$ cat config.mk
export PLATFORM = sky130hd
export DESIGN_NAME = pin_mode_select
export DESIGN_NICKNAME = d
export VERILOG_FILES = /design/src/rtl/pin_mode_pkg.sv /design/src/rtl/pin_sync.sv /design/src/rtl/pin_mode_select.sv
export SDC_FILE = /design/constraint.sdc
export NUM_CORES = 1
export LEC_CHECK = 0
export BUFFER_PORTS_ARGS = -buffer_cell sky130_fd_sc_hd__buf_2
export CORE_MARGIN = 3
export CORE_UTILIZATION = 53
export CTS_BUF_LIST = sky130_fd_sc_hd__clkbuf_16
export DETAILED_ROUTE_END_ITERATION = 6
export PLACE_DENSITY = 0.8
export REMOVE_ABC_BUFFERS = 1
export SLEW_MARGIN = 15
export SYNTH_ARGS = -nofsm -noshare
export SYNTH_HDL_FRONTEND = slang
export SYNTH_HIERARCHICAL = 1
export SYNTH_SLANG_ARGS = --single-unit
$ cat constraint.sdc
create_clock -name clk -period 2.6 [get_ports clk]
set_clock_uncertainty 0.1 [all_clocks]
set_input_delay 0.39 -clock clk [delete_from_list [all_inputs] [get_ports clk]]
set_output_delay 0.39 -clock clk [all_outputs]
set_load 0.02 [all_outputs]
$ cat src/rtl/pin_mode_pkg.sv
// Constants and types shared by the operating-mode pin function selector
package pin_mode_pkg;
  // Register byte addresses on the AXI4-Lite bus
  localparam logic [7:0] MODE_CONTROL_ADDR = 8'h00;
  localparam logic [7:0] SYSTEM_CONTROL_ADDR = 8'h04;
  localparam logic [7:0] PIN_FUNCTION_ADDR = 8'h08;
  localparam logic [7:0] PORT_DIRECTION_ADDR = 8'h0c;
  localparam logic [7:0] BUS_STATUS_ADDR = 8'h10;
  // Field positions
  localparam int RAM_ENABLE_BIT = 0;
  localparam int MODE_FIXED_ONE_BIT = 7;
  localparam int STATUS_BUS16_BIT = 4;
  localparam int STATUS_ROM_BIT = 5;
  localparam int STATUS_EXT_BIT = 6;
  localparam int STATUS_RAM_EXT_BIT = 7;
  localparam int STATUS_VALID_BIT = 8;
  // Address line numbers on the pin vector
  localparam int PORT_C_TOP_LINE = 7;
  localparam int MODE5_FIXED_TOP_LINE = 20;
  localparam int FIRST_AE_LINE = 8;
  localparam int LINE_COUNT = 24;
  // Values after reset
  localparam logic RAM_ENABLE_RESET = 1'b1;
  localparam logic [3:0] ADDRESS_ENABLE_RESET = 4'h0;
  localparam logic [23:0] DIRECTION_RESET = 24'h000000;
  localparam logic [2:0] MODE_STATUS_RESET = 3'h0;
  // Cycles for the mode pins to pass the synchroniser after reset
  localparam logic [1:0] MODE_SETTLE_CYCLES = 2'h2;
  // Mode pin codes
  localparam logic [2:0] MODE4_CODE = 3'h4;
  localparam logic [2:0] MODE5_CODE = 3'h5;
  localparam logic [2:0] MODE6_CODE = 3'h6;
  // AXI responses
  localparam logic [1:0] RESP_OKAY = 2'h0;
  localparam logic [1:0] RESP_SLVERR = 2'h2;

  typedef enum logic [3:0] {
    MODE_4 = 4'h1,
    MODE_5 = 4'h2,
    MODE_6 = 4'h4,
    MODE_7 = 4'h8
  } op_mode_t;
endpackage : pin_mode_pkg

$ cat src/rtl/pin_sync.sv
// Two-stage synchroniser for pin levels
`timescale 1ns/1ps
module pin_sync #(
  parameter int WIDTH = 3
) (
  input wire logic clk,
  input wire logic rst,
  input wire logic [WIDTH-1:0] pin_in,
  output logic [WIDTH-1:0] pin_out
);
  logic [WIDTH-1:0] stage1_reg;
  logic [WIDTH-1:0] stage2_reg;

  // First stage feeds only the second; it may be metastable
  always_ff @(posedge clk) begin
    if (rst) begin
      stage1_reg <= '0;
      stage2_reg <= '0;
    end else begin
      stage1_reg <= pin_in;
      stage2_reg <= stage1_reg;
    end
  end

  assign pin_out = stage2_reg;
endmodule : pin_sync

$ cat src/rtl/pin_mode_select.sv
// Operating-mode pin function selector with AXI4-Lite registers
`timescale 1ns/1ps
// Functional notes
// - Mode 5: ROM off, address, data, control buses
// - Mode 5 reset: P13-P11 inputs, A20-A8 driven
// - Mode 5: A23-A21 gated by address-enable field
// - Disabled address pin with direction 1 is output
// - Mode 5: port C always drives A7-A0
// - Modes 5,6: 8-bit bus, 16 if any area
// - Mode 6: ROM on, address ports input after reset
// - Mode 6: A23-A8 gated by address-enable field
// - Mode 6: port C address only when direction 1
// - Mode 6: ports D, E data, port F control
// - Mode 7: ROM on, external access blocked
// - Mode 7: every pin general input/output
// - ROM-less part: RAM disable routes region external
// - Mode pins latched into status on read
// - Mode 4: bus starts 16 bits wide
module pin_mode_select
  import pin_mode_pkg::*;
#(
  parameter bit ROM_LESS = 1'b0
) (
  input wire logic clk,
  input wire logic rst,
  input wire logic [2:0] mode_select_pins,
  input wire logic [7:0] area_16bit,
  input wire logic [7:0] s_axi_awaddr,
  input wire logic s_axi_awvalid,
  output logic s_axi_awready,
  input wire logic [31:0] s_axi_wdata,
  input wire logic [3:0] s_axi_wstrb,
  input wire logic s_axi_wvalid,
  output logic s_axi_wready,
  output logic [1:0] s_axi_bresp,
  output logic s_axi_bvalid,
  input wire logic s_axi_bready,
  input wire logic [7:0] s_axi_araddr,
  input wire logic s_axi_arvalid,
  output logic s_axi_arready,
  output logic [31:0] s_axi_rdata,
  output logic [1:0] s_axi_rresp,
  output logic s_axi_rvalid,
  input wire logic s_axi_rready,
  output logic [23:0] addr_out_en,
  output logic [23:0] port_out_en,
  output logic data_low_en,
  output logic data_high_en,
  output logic bus_ctrl_en,
  output logic rom_enable,
  output logic external_access_en,
  output logic ram_external_route
);
  typedef struct packed {
    logic [1:0] settle_cnt;
    logic mode_ok;
    op_mode_t mode;
    logic [2:0] mode_status;
    logic onchip_ram_enable;
    logic [3:0] address_enable_field;
    logic [23:0] direction;
    logic aw_have;
    logic [7:0] aw_addr;
    logic w_have;
    logic [31:0] w_data;
    logic [3:0] w_strb;
    logic awready;
    logic wready;
    logic bvalid;
    logic [1:0] bresp;
    logic arready;
    logic rvalid;
    logic [1:0] rresp;
    logic [31:0] rdata;
    logic [23:0] addr_out_en;
    logic [23:0] port_out_en;
    logic data_low_en;
    logic data_high_en;
    logic bus_ctrl_en;
    logic rom_enable;
    logic external_access_en;
    logic ram_external_route;
  } state_t;

  state_t state_reg;
  state_t state_next;
  logic [2:0] mode_pins_sync;
  logic [23:0] line_addr;
  logic [23:0] line_port;
  logic bus_16;
  logic wr_go;
  logic [31:0] read_word;
  logic read_ok;

  pin_sync #(.WIDTH(3)) mode_sync (
    .clk(clk),
    .rst(rst),
    .pin_in(mode_select_pins),
    .pin_out(mode_pins_sync)
  );

  // Until the mode is known every pin stays an input
  genvar gi;
  generate
    for (gi = 0; gi < LINE_COUNT; gi++) begin : g_line
      logic ae_on;
      logic fixed_on;
      assign ae_on = (state_reg.address_enable_field != 4'h0) &&
        (gi <= FIRST_AE_LINE + int'(state_reg.address_enable_field));
      assign fixed_on = (gi <= MODE5_FIXED_TOP_LINE);
      always_comb begin
        line_addr[gi] = 1'b0;
        if (state_reg.mode_ok) begin
          unique case (state_reg.mode)
            MODE_4, MODE_5: begin
              if (gi <= PORT_C_TOP_LINE)
                line_addr[gi] = 1'b1;
              else if (fixed_on)
                line_addr[gi] = 1'b1;
              else
                line_addr[gi] = ae_on;
            end
            MODE_6: begin
              if (gi <= PORT_C_TOP_LINE)
                line_addr[gi] = state_reg.direction[gi];
              else
                line_addr[gi] = ae_on;
            end
            MODE_7: line_addr[gi] = 1'b0;
          endcase
        end
      end
      // Port C has no port output role outside single-chip mode
      assign line_port[gi] = state_reg.mode_ok &&
        state_reg.direction[gi] && !line_addr[gi] &&
        !(gi <= PORT_C_TOP_LINE && state_reg.mode != MODE_7);
    end
  endgenerate

  // Mode 4 width follows the bus controller's 16-bit areas too
  assign bus_16 = |area_16bit;

  assign wr_go = state_reg.aw_have && state_reg.w_have &&
    !state_reg.bvalid;

  always_comb begin
    read_word = 32'h00000000;
    read_ok = 1'b1;
    unique case (s_axi_araddr)
      MODE_CONTROL_ADDR: begin
        read_word[MODE_FIXED_ONE_BIT] = 1'b1;
        read_word[2:0] = mode_pins_sync;
      end
      SYSTEM_CONTROL_ADDR:
        read_word[RAM_ENABLE_BIT] = state_reg.onchip_ram_enable;
      PIN_FUNCTION_ADDR:
        read_word[3:0] = state_reg.address_enable_field;
      PORT_DIRECTION_ADDR: read_word[23:0] = state_reg.direction;
      BUS_STATUS_ADDR: begin
        read_word[3:0] = state_reg.mode;
        read_word[STATUS_BUS16_BIT] = state_reg.data_high_en;
        read_word[STATUS_ROM_BIT] = state_reg.rom_enable;
        read_word[STATUS_EXT_BIT] = state_reg.external_access_en;
        read_word[STATUS_RAM_EXT_BIT] = state_reg.ram_external_route;
        read_word[STATUS_VALID_BIT] = state_reg.mode_ok;
      end
      default: read_ok = 1'b0;
    endcase
  end

  always_comb begin
    state_next = state_reg;
    // Mode is taken once, after the pins have crossed the synchroniser
    if (!state_reg.mode_ok) begin
      if (state_reg.settle_cnt == MODE_SETTLE_CYCLES) begin
        state_next.mode_ok = 1'b1;
        unique case (mode_pins_sync)
          MODE4_CODE: state_next.mode = MODE_4;
          MODE5_CODE: state_next.mode = MODE_5;
          MODE6_CODE: state_next.mode = MODE_6;
          default: state_next.mode = MODE_7;
        endcase
      end else begin
        state_next.settle_cnt = state_reg.settle_cnt + 2'h1;
      end
    end

    // Write channels are taken in either order
    if (s_axi_awvalid && state_reg.awready) begin
      state_next.aw_have = 1'b1;
      state_next.aw_addr = s_axi_awaddr;
    end
    if (s_axi_wvalid && state_reg.wready) begin
      state_next.w_have = 1'b1;
      state_next.w_data = s_axi_wdata;
      state_next.w_strb = s_axi_wstrb;
    end
    if (state_reg.bvalid && s_axi_bready)
      state_next.bvalid = 1'b0;
    if (wr_go) begin
      state_next.aw_have = 1'b0;
      state_next.w_have = 1'b0;
      state_next.bvalid = 1'b1;
      state_next.bresp = RESP_OKAY;
      unique case (state_reg.aw_addr)
        MODE_CONTROL_ADDR, BUS_STATUS_ADDR: ;
        SYSTEM_CONTROL_ADDR:
          if (state_reg.w_strb[0])
            state_next.onchip_ram_enable =
              state_reg.w_data[RAM_ENABLE_BIT];
        PIN_FUNCTION_ADDR:
          if (state_reg.w_strb[0])
            state_next.address_enable_field = state_reg.w_data[3:0];
        PORT_DIRECTION_ADDR:
          for (int b = 0; b < 3; b++) begin
            if (state_reg.w_strb[b])
              state_next.direction[b*8 +: 8] =
                state_reg.w_data[b*8 +: 8];
          end
        default: state_next.bresp = RESP_SLVERR;
      endcase
    end
    state_next.awready = !state_next.aw_have && !state_next.bvalid;
    state_next.wready = !state_next.w_have && !state_next.bvalid;

    // Read answers one cycle after the address is taken
    if (state_reg.rvalid && s_axi_rready)
      state_next.rvalid = 1'b0;
    if (s_axi_arvalid && state_reg.arready) begin
      state_next.rvalid = 1'b1;
      state_next.rdata = read_word;
      state_next.rresp = read_ok ? RESP_OKAY : RESP_SLVERR;
      if (s_axi_araddr == MODE_CONTROL_ADDR)
        state_next.mode_status = mode_pins_sync;
    end
    state_next.arready = !state_next.rvalid;

    // Pin roles follow the held mode one cycle later
    state_next.addr_out_en = line_addr;
    state_next.port_out_en = line_port;
    state_next.data_low_en = state_reg.mode_ok &&
      state_reg.mode != MODE_7;
    state_next.bus_ctrl_en = state_reg.mode_ok &&
      state_reg.mode != MODE_7;
    state_next.data_high_en = state_reg.mode_ok &&
      state_reg.mode != MODE_7 && bus_16;
    state_next.rom_enable = state_reg.mode_ok &&
      (state_reg.mode == MODE_6 ||
       state_reg.mode == MODE_7);
    state_next.external_access_en = state_reg.mode_ok &&
      state_reg.mode != MODE_7;
    // A ROM-less part sends the RAM region outside when RAM is off
    state_next.ram_external_route = ROM_LESS &&
      !state_reg.onchip_ram_enable &&
      state_reg.mode_ok && state_reg.mode != MODE_7;
  end

  always_ff @(posedge clk) begin
    if (rst) begin
      state_reg <= '0;
      state_reg.mode <= MODE_7;
      state_reg.mode_status <= MODE_STATUS_RESET;
      state_reg.onchip_ram_enable <= RAM_ENABLE_RESET;
      state_reg.address_enable_field <= ADDRESS_ENABLE_RESET;
      state_reg.direction <= DIRECTION_RESET;
      state_reg.bresp <= RESP_OKAY;
      state_reg.rresp <= RESP_OKAY;
    end else begin
      state_reg <= state_next;
    end
  end

  assign s_axi_awready = state_reg.awready;
  assign s_axi_wready = state_reg.wready;
  assign s_axi_bvalid = state_reg.bvalid;
  assign s_axi_bresp = state_reg.bresp;
  assign s_axi_arready = state_reg.arready;
  assign s_axi_rvalid = state_reg.rvalid;
  assign s_axi_rdata = state_reg.rdata;
  assign s_axi_rresp = state_reg.rresp;
  assign addr_out_en = state_reg.addr_out_en;
  assign port_out_en = state_reg.port_out_en;
  assign data_low_en = state_reg.data_low_en;
  assign data_high_en = state_reg.data_high_en;
  assign bus_ctrl_en = state_reg.bus_ctrl_en;
  assign rom_enable = state_reg.rom_enable;
  assign external_access_en = state_reg.external_access_en;
  assign ram_external_route = state_reg.ram_external_route;

  logic is5;
  logic is6;
  logic is7;
  assign is5 = state_reg.mode_ok && state_reg.mode == MODE_5;
  assign is6 = state_reg.mode_ok && state_reg.mode == MODE_6;
  assign is7 = state_reg.mode_ok && state_reg.mode == MODE_7;
endmodule : pin_mode_select

* After elaboration in Yosys (flattened, before gate mapping)
Cells that the tools add are included. Widths: inputs -> output; s select.
Word-level totals: register bits 173, input port bits 70, output and inout bits 95, word-level logic and storage cells 265
Operators by class: add/subtract/negate cells 2, order comparisons 16, eq/ne operators 17, multiplexer cells 69, bitwise gates (word level) 2, reductions and logical operators 130
Operator list (count):
- $le 5x32->1 const A | 8
- $le 6x32->1 const A | 7
- $logic_and 1x1->1 | 84
- $pmux 1 s3 | 23
- $mux 37 | 1
- $mux 35 | 1
- $eq 8x4->1 const B | 4
- $logic_not 1->1 | 30
- $mux 1 | 29
- $eq 8x3->1 const B | 2
- $eq 8x5->1 const B | 2
- $logic_not 8->1 | 2
- $mux 15 | 1
- $reduce_and 3->1 | 5
- $pmux 4 s3 | 1
- $mux 5 | 2
- $reduce_or 5->1 | 2
- $eq 3x3->1 const B | 3
- $mux 9 | 1
- $pmux 1 s2 | 4
- $pmux 2 s4 | 1
- $reduce_or 8->1 | 1
- $pmux 3 s2 | 1
- $add 4x4->5 const A | 1
- other kinds (17) | 20

* Logic depth before layout (Yosys ltp)
depth after elaboration 7, depth in mapped cells 6, gate-level depth less buffers 6

* By module
Netlist, hierarchy kept.
By module, submodules not included:
- pin_mode_select | times used 1, cells each 681, area each 6207.2 µm², sequential area each 3103.0 µm²
- pin_sync | times used 1, cells each 12, area each 157.7 µm², sequential area each 120.1 µm²

* Least setup slack after synthesis
Ideal clock, no wire load.
kind register -> register, start point reg state_reg[138] in the netlist's numbering, end point reg state_reg[141] in the netlist's numbering, setup time 0.128 ns, arrival 1.792 ns, required time 2.372 ns, slack 0.581 ns, stages on the path, launching flop included 6, path buffers 1, period minus slack after synthesis 2.019 ns, path through dfxtp_1 > or4_4 > buf_6 > nor4_4 > mux2i_1 > nor2_1
On the way: longest elaborated chain between the ends 2
Ends and longest elaborated chain:
- from (decl) | line pin_mode_select.sv:85 | state_t state_reg;
- from (signal assigned) | line pin_mode_select.sv:269 | state_reg <= state_next;
- $eq 8x4->1 | line pin_mode_select.sv:205 | unique case (state_reg.aw_addr)
- $reduce_and 3->1 (no line)
Every way passes these cells. A chain may end at the register's enable or synchronous reset.

* Worst setup path in the final report
start point reg state_reg[173] in the netlist's numbering, end point reg state_reg, in the netlist port_out_en[11]
On the way: longest elaborated chain between the ends 6, elaborated cells on any way between the ends 9, classes of those cells eq/ne (4); mux (2); reduce/logical (3)
Ends and longest elaborated chain:
- $eq 4x2->1 or $eq 4x1->1 (tied branches) | line pin_mode_select.sv:114 | unique case (state_reg.mode)
- $reduce_or 2->1 | line pin_mode_select.sv:114
- $pmux 1 s3 * | line pin_mode_select.sv:114
- $mux 1 * | line pin_mode_select.sv:113 | if (state_reg.mode_ok) begin
- $logic_not 1->1 * | line pin_mode_select.sv:135 | state_reg.direction[gi] && !line_addr[gi] &&
- $logic_and 1x1->1 * | line pin_mode_select.sv:135
Every way passes the cells marked *; elsewhere a longest branch is shown, timed or not.

==> results.md <==
* Post-synthesis async set-or-reset flop share at 0
* Maximum clock path buffer count at 2
* RSZ-0062 raised after global routing: no
* Final net count at 827
* Syn Std Cell Area at 6360 µm²
* Gpl congestion at 0.854
* Cts repair resizes at 0
* All-Layer GR Usage at 0.219
* Top-area cell type share of the netlist area at 0.506
* Arrival time worst endpoint at 2310 ps
* Die X-Extent at 116 µm
* Final setup viols at 0
* Crit Path Category: reg -> reg
* Total of max-cap violations at 0
* FF+latch count, synth at 161
* Synth area leaders: dfxtp_1, buf_4, nor2_1
* Post-Syn Instances at 693
* Core ar. at 11600 µm²
* CTS Sinks at 161
* CTS tree: yes
* Syn_area_per_cell at 9.18 µm²
* IO Pins at 165
* Drt initial violations at 369
* Max FFs per register at 73
* Biggest area consumer among synthesized cells: dfxtp_1
* Die extent in y at 116 µm
* Post-CTS Setup Bufs at 0
* Clk Tree Root Cell: clkbuf_16
* Initial antenna violation count at 0
* Final Hold Vio Count at 0
* Final ANT Viol Nets at 0
* Final instance count without filler cells at 912
* Total power at 5.45 mW
* Proportion of layout cells with a drive suffix above 1 at 0.250
* Crit path max-delay family: simple AND/OR/NAND/NOR gates
* Worst Tran Pin Value at 783 ps
* Pins Over Slew Limit at 0
* Fin util at 0.621
* Via density at 5.43
* Post-DP Area at 6610 µm²
* Vias in the first global route at 4689
* Area delta synth->final at 12.8%
* Leakage at 3.10 nW
* WL/cell at 16.3 µm
* CP Max Fanout at 6
* Largest net degree at the start of global routing at 54
* Clk Latency, worst-skew pair at 410 ps
* Post-synthesis cell type count at 53
* Slowest CP cell: or4b_1
* HP Class: in -> reg
* Setup TNS at 0 ps
* CTS HTree Levels at 4
* Routed WL at 14900 µm
* CTS buffer count at 17
* DPL Wire Length at 10200 µm
* Effective utilization at floorplan at 0.550
* Outcome: completed
* Die area at 13400 µm²
* Row count at 39
* Worst path buffer plus inverter count at 0
* Yosys warnings at 6
* CP Cell Sequence: or4b_1, nor3_1, a21boi_1, o211a_1
* Clock slew at reported path FFs at 60 ps
* Type of element launching the critical path: register
* Final Critical Period at 2050 ps
* Vias post-DR at 4948
* Rel. slew slack at 0.475
* Hold_buf cts at 0
* Worst Setup End Kind: register
* DRC viols at 0
* Top FF cell, synth: dfxtp_1
* IO Port Bufs at 144
* Fmax at 487 MHz
* Sequential fraction of the synthesis area at 0.506
* Period utilization at 0.790
* ANT cells at 0
* Worst vdd ir at 0.433 mV
* Pwr per Cell Area at 759 nW/µm²
* Required @ worst endpoint at 2860 ps
* Design Area, Final at 7180 µm²
* CP max stage delay at 570 ps
* First-pass GRT wire length at 22700 µm
* Detailed Routing Iterations Pass 1 at 5
* Post-synth EDFFs at 0
* DP Cell Count at 880
* Grt ovf at 0
[layout by cell type (no fill, tap or decap), drive strengths merged, types with 3 or more instances in the layout]
master,count
buf,158
conb,11
nor2b,10
o211a,6
nand2,84
and4,4
nor3b,3
nor3,15
o21ai,6
nand4b,3
nor4,12
dfxtp,161
nor2,96
a22oi,19
inv,8
and2,12
nand3,6
mux2i,31
clkinv,6
nand4,3
clkinvlp,3
a21oi,49
nand2b,4
or4,3
a221oi,5
clkbuf,17
nand3b,5
[logic make-up (layout without fill, tap and decap cells)]
| kind of cell | count (synthesis) | after routing | share of synthesized area |
|---|---|---|---|
| AOI/OAI and AO/OA | 101 | 101 | 0.103 |
| xor gates and xnor gates | 1 | 1 | 0.00138 |
| adders and majority gates | 1 | 1 | 0.00197 |
| buffers and inverters | 128 | 194 | 0.128 |
| DFF | 161 | 161 | 0.506 |
| muxes | 32 | 32 | 0.0523 |
| other | 1 | 11 | 0.000589 |
| and+or+nand+nor | 268 | 268 | 0.206 |
[final timing paths]
check                                              from                 endpoint  slack [ps]  depth (start not counted)
worst max-delay path                     state_reg[173]          port_out_en[11]         550                          4
worst min-delay path                mode_select_pins[0]  mode_sync/stage1_reg[0]         100                          2
worst max register to register           state_reg[173]          port_out_en[11]         550                          4
worst min register to register  mode_sync/stage1_reg[2]     mode_sync/pin_out[2]         340                          1
[synthesized netlist by cell type (5+ instances only)]
master,instances
nand2_1,84
nor3_1,15
a221oi_1,5
nor2b_1,10
dfxtp_1,161
buf_4,87
and2_1,12
nor4_1,7
mux2i_1,31
nor2_1,96
a22oi_1,19
nand3b_1,5
clkbuf_1,34
o211a_1,6
nand3_1,6
a21oi_1,49
[power breakdown]
group	internal [mW]	switching [mW]
clock	1.41	0.974
sequential	2.55	0.0658
combinational	0.159	0.289
total	4.12	1.33
[layer usage]
layer	GRT usage	part of all wire
met5	0	0
met3	0.0501	0.071
met2	0.375	0.49
met1	0.262	0.41
met4	0.0986	0.023
[area by class of cell]
cell class / count / area, µm²
clock inverters: 15 / 145
inverters: 4 / 15.0
multi-input cells: 414 / 2360
clock buffers: 17 / 425
flip-flops and latches: 161 / 3220
well taps: 143 / 179
repair buffers: 158 / 828
fillers: 982 / 4390
[stage by stage]
step	worst slack, ps	hold WS (ps)
finish	547	99.6
global route	439	94.8
CTS	569	88.0
detailed placement	425	329
global placement	514	333
floorplan	436	314
Note: power is estimated with default switching activity, not from simulation.
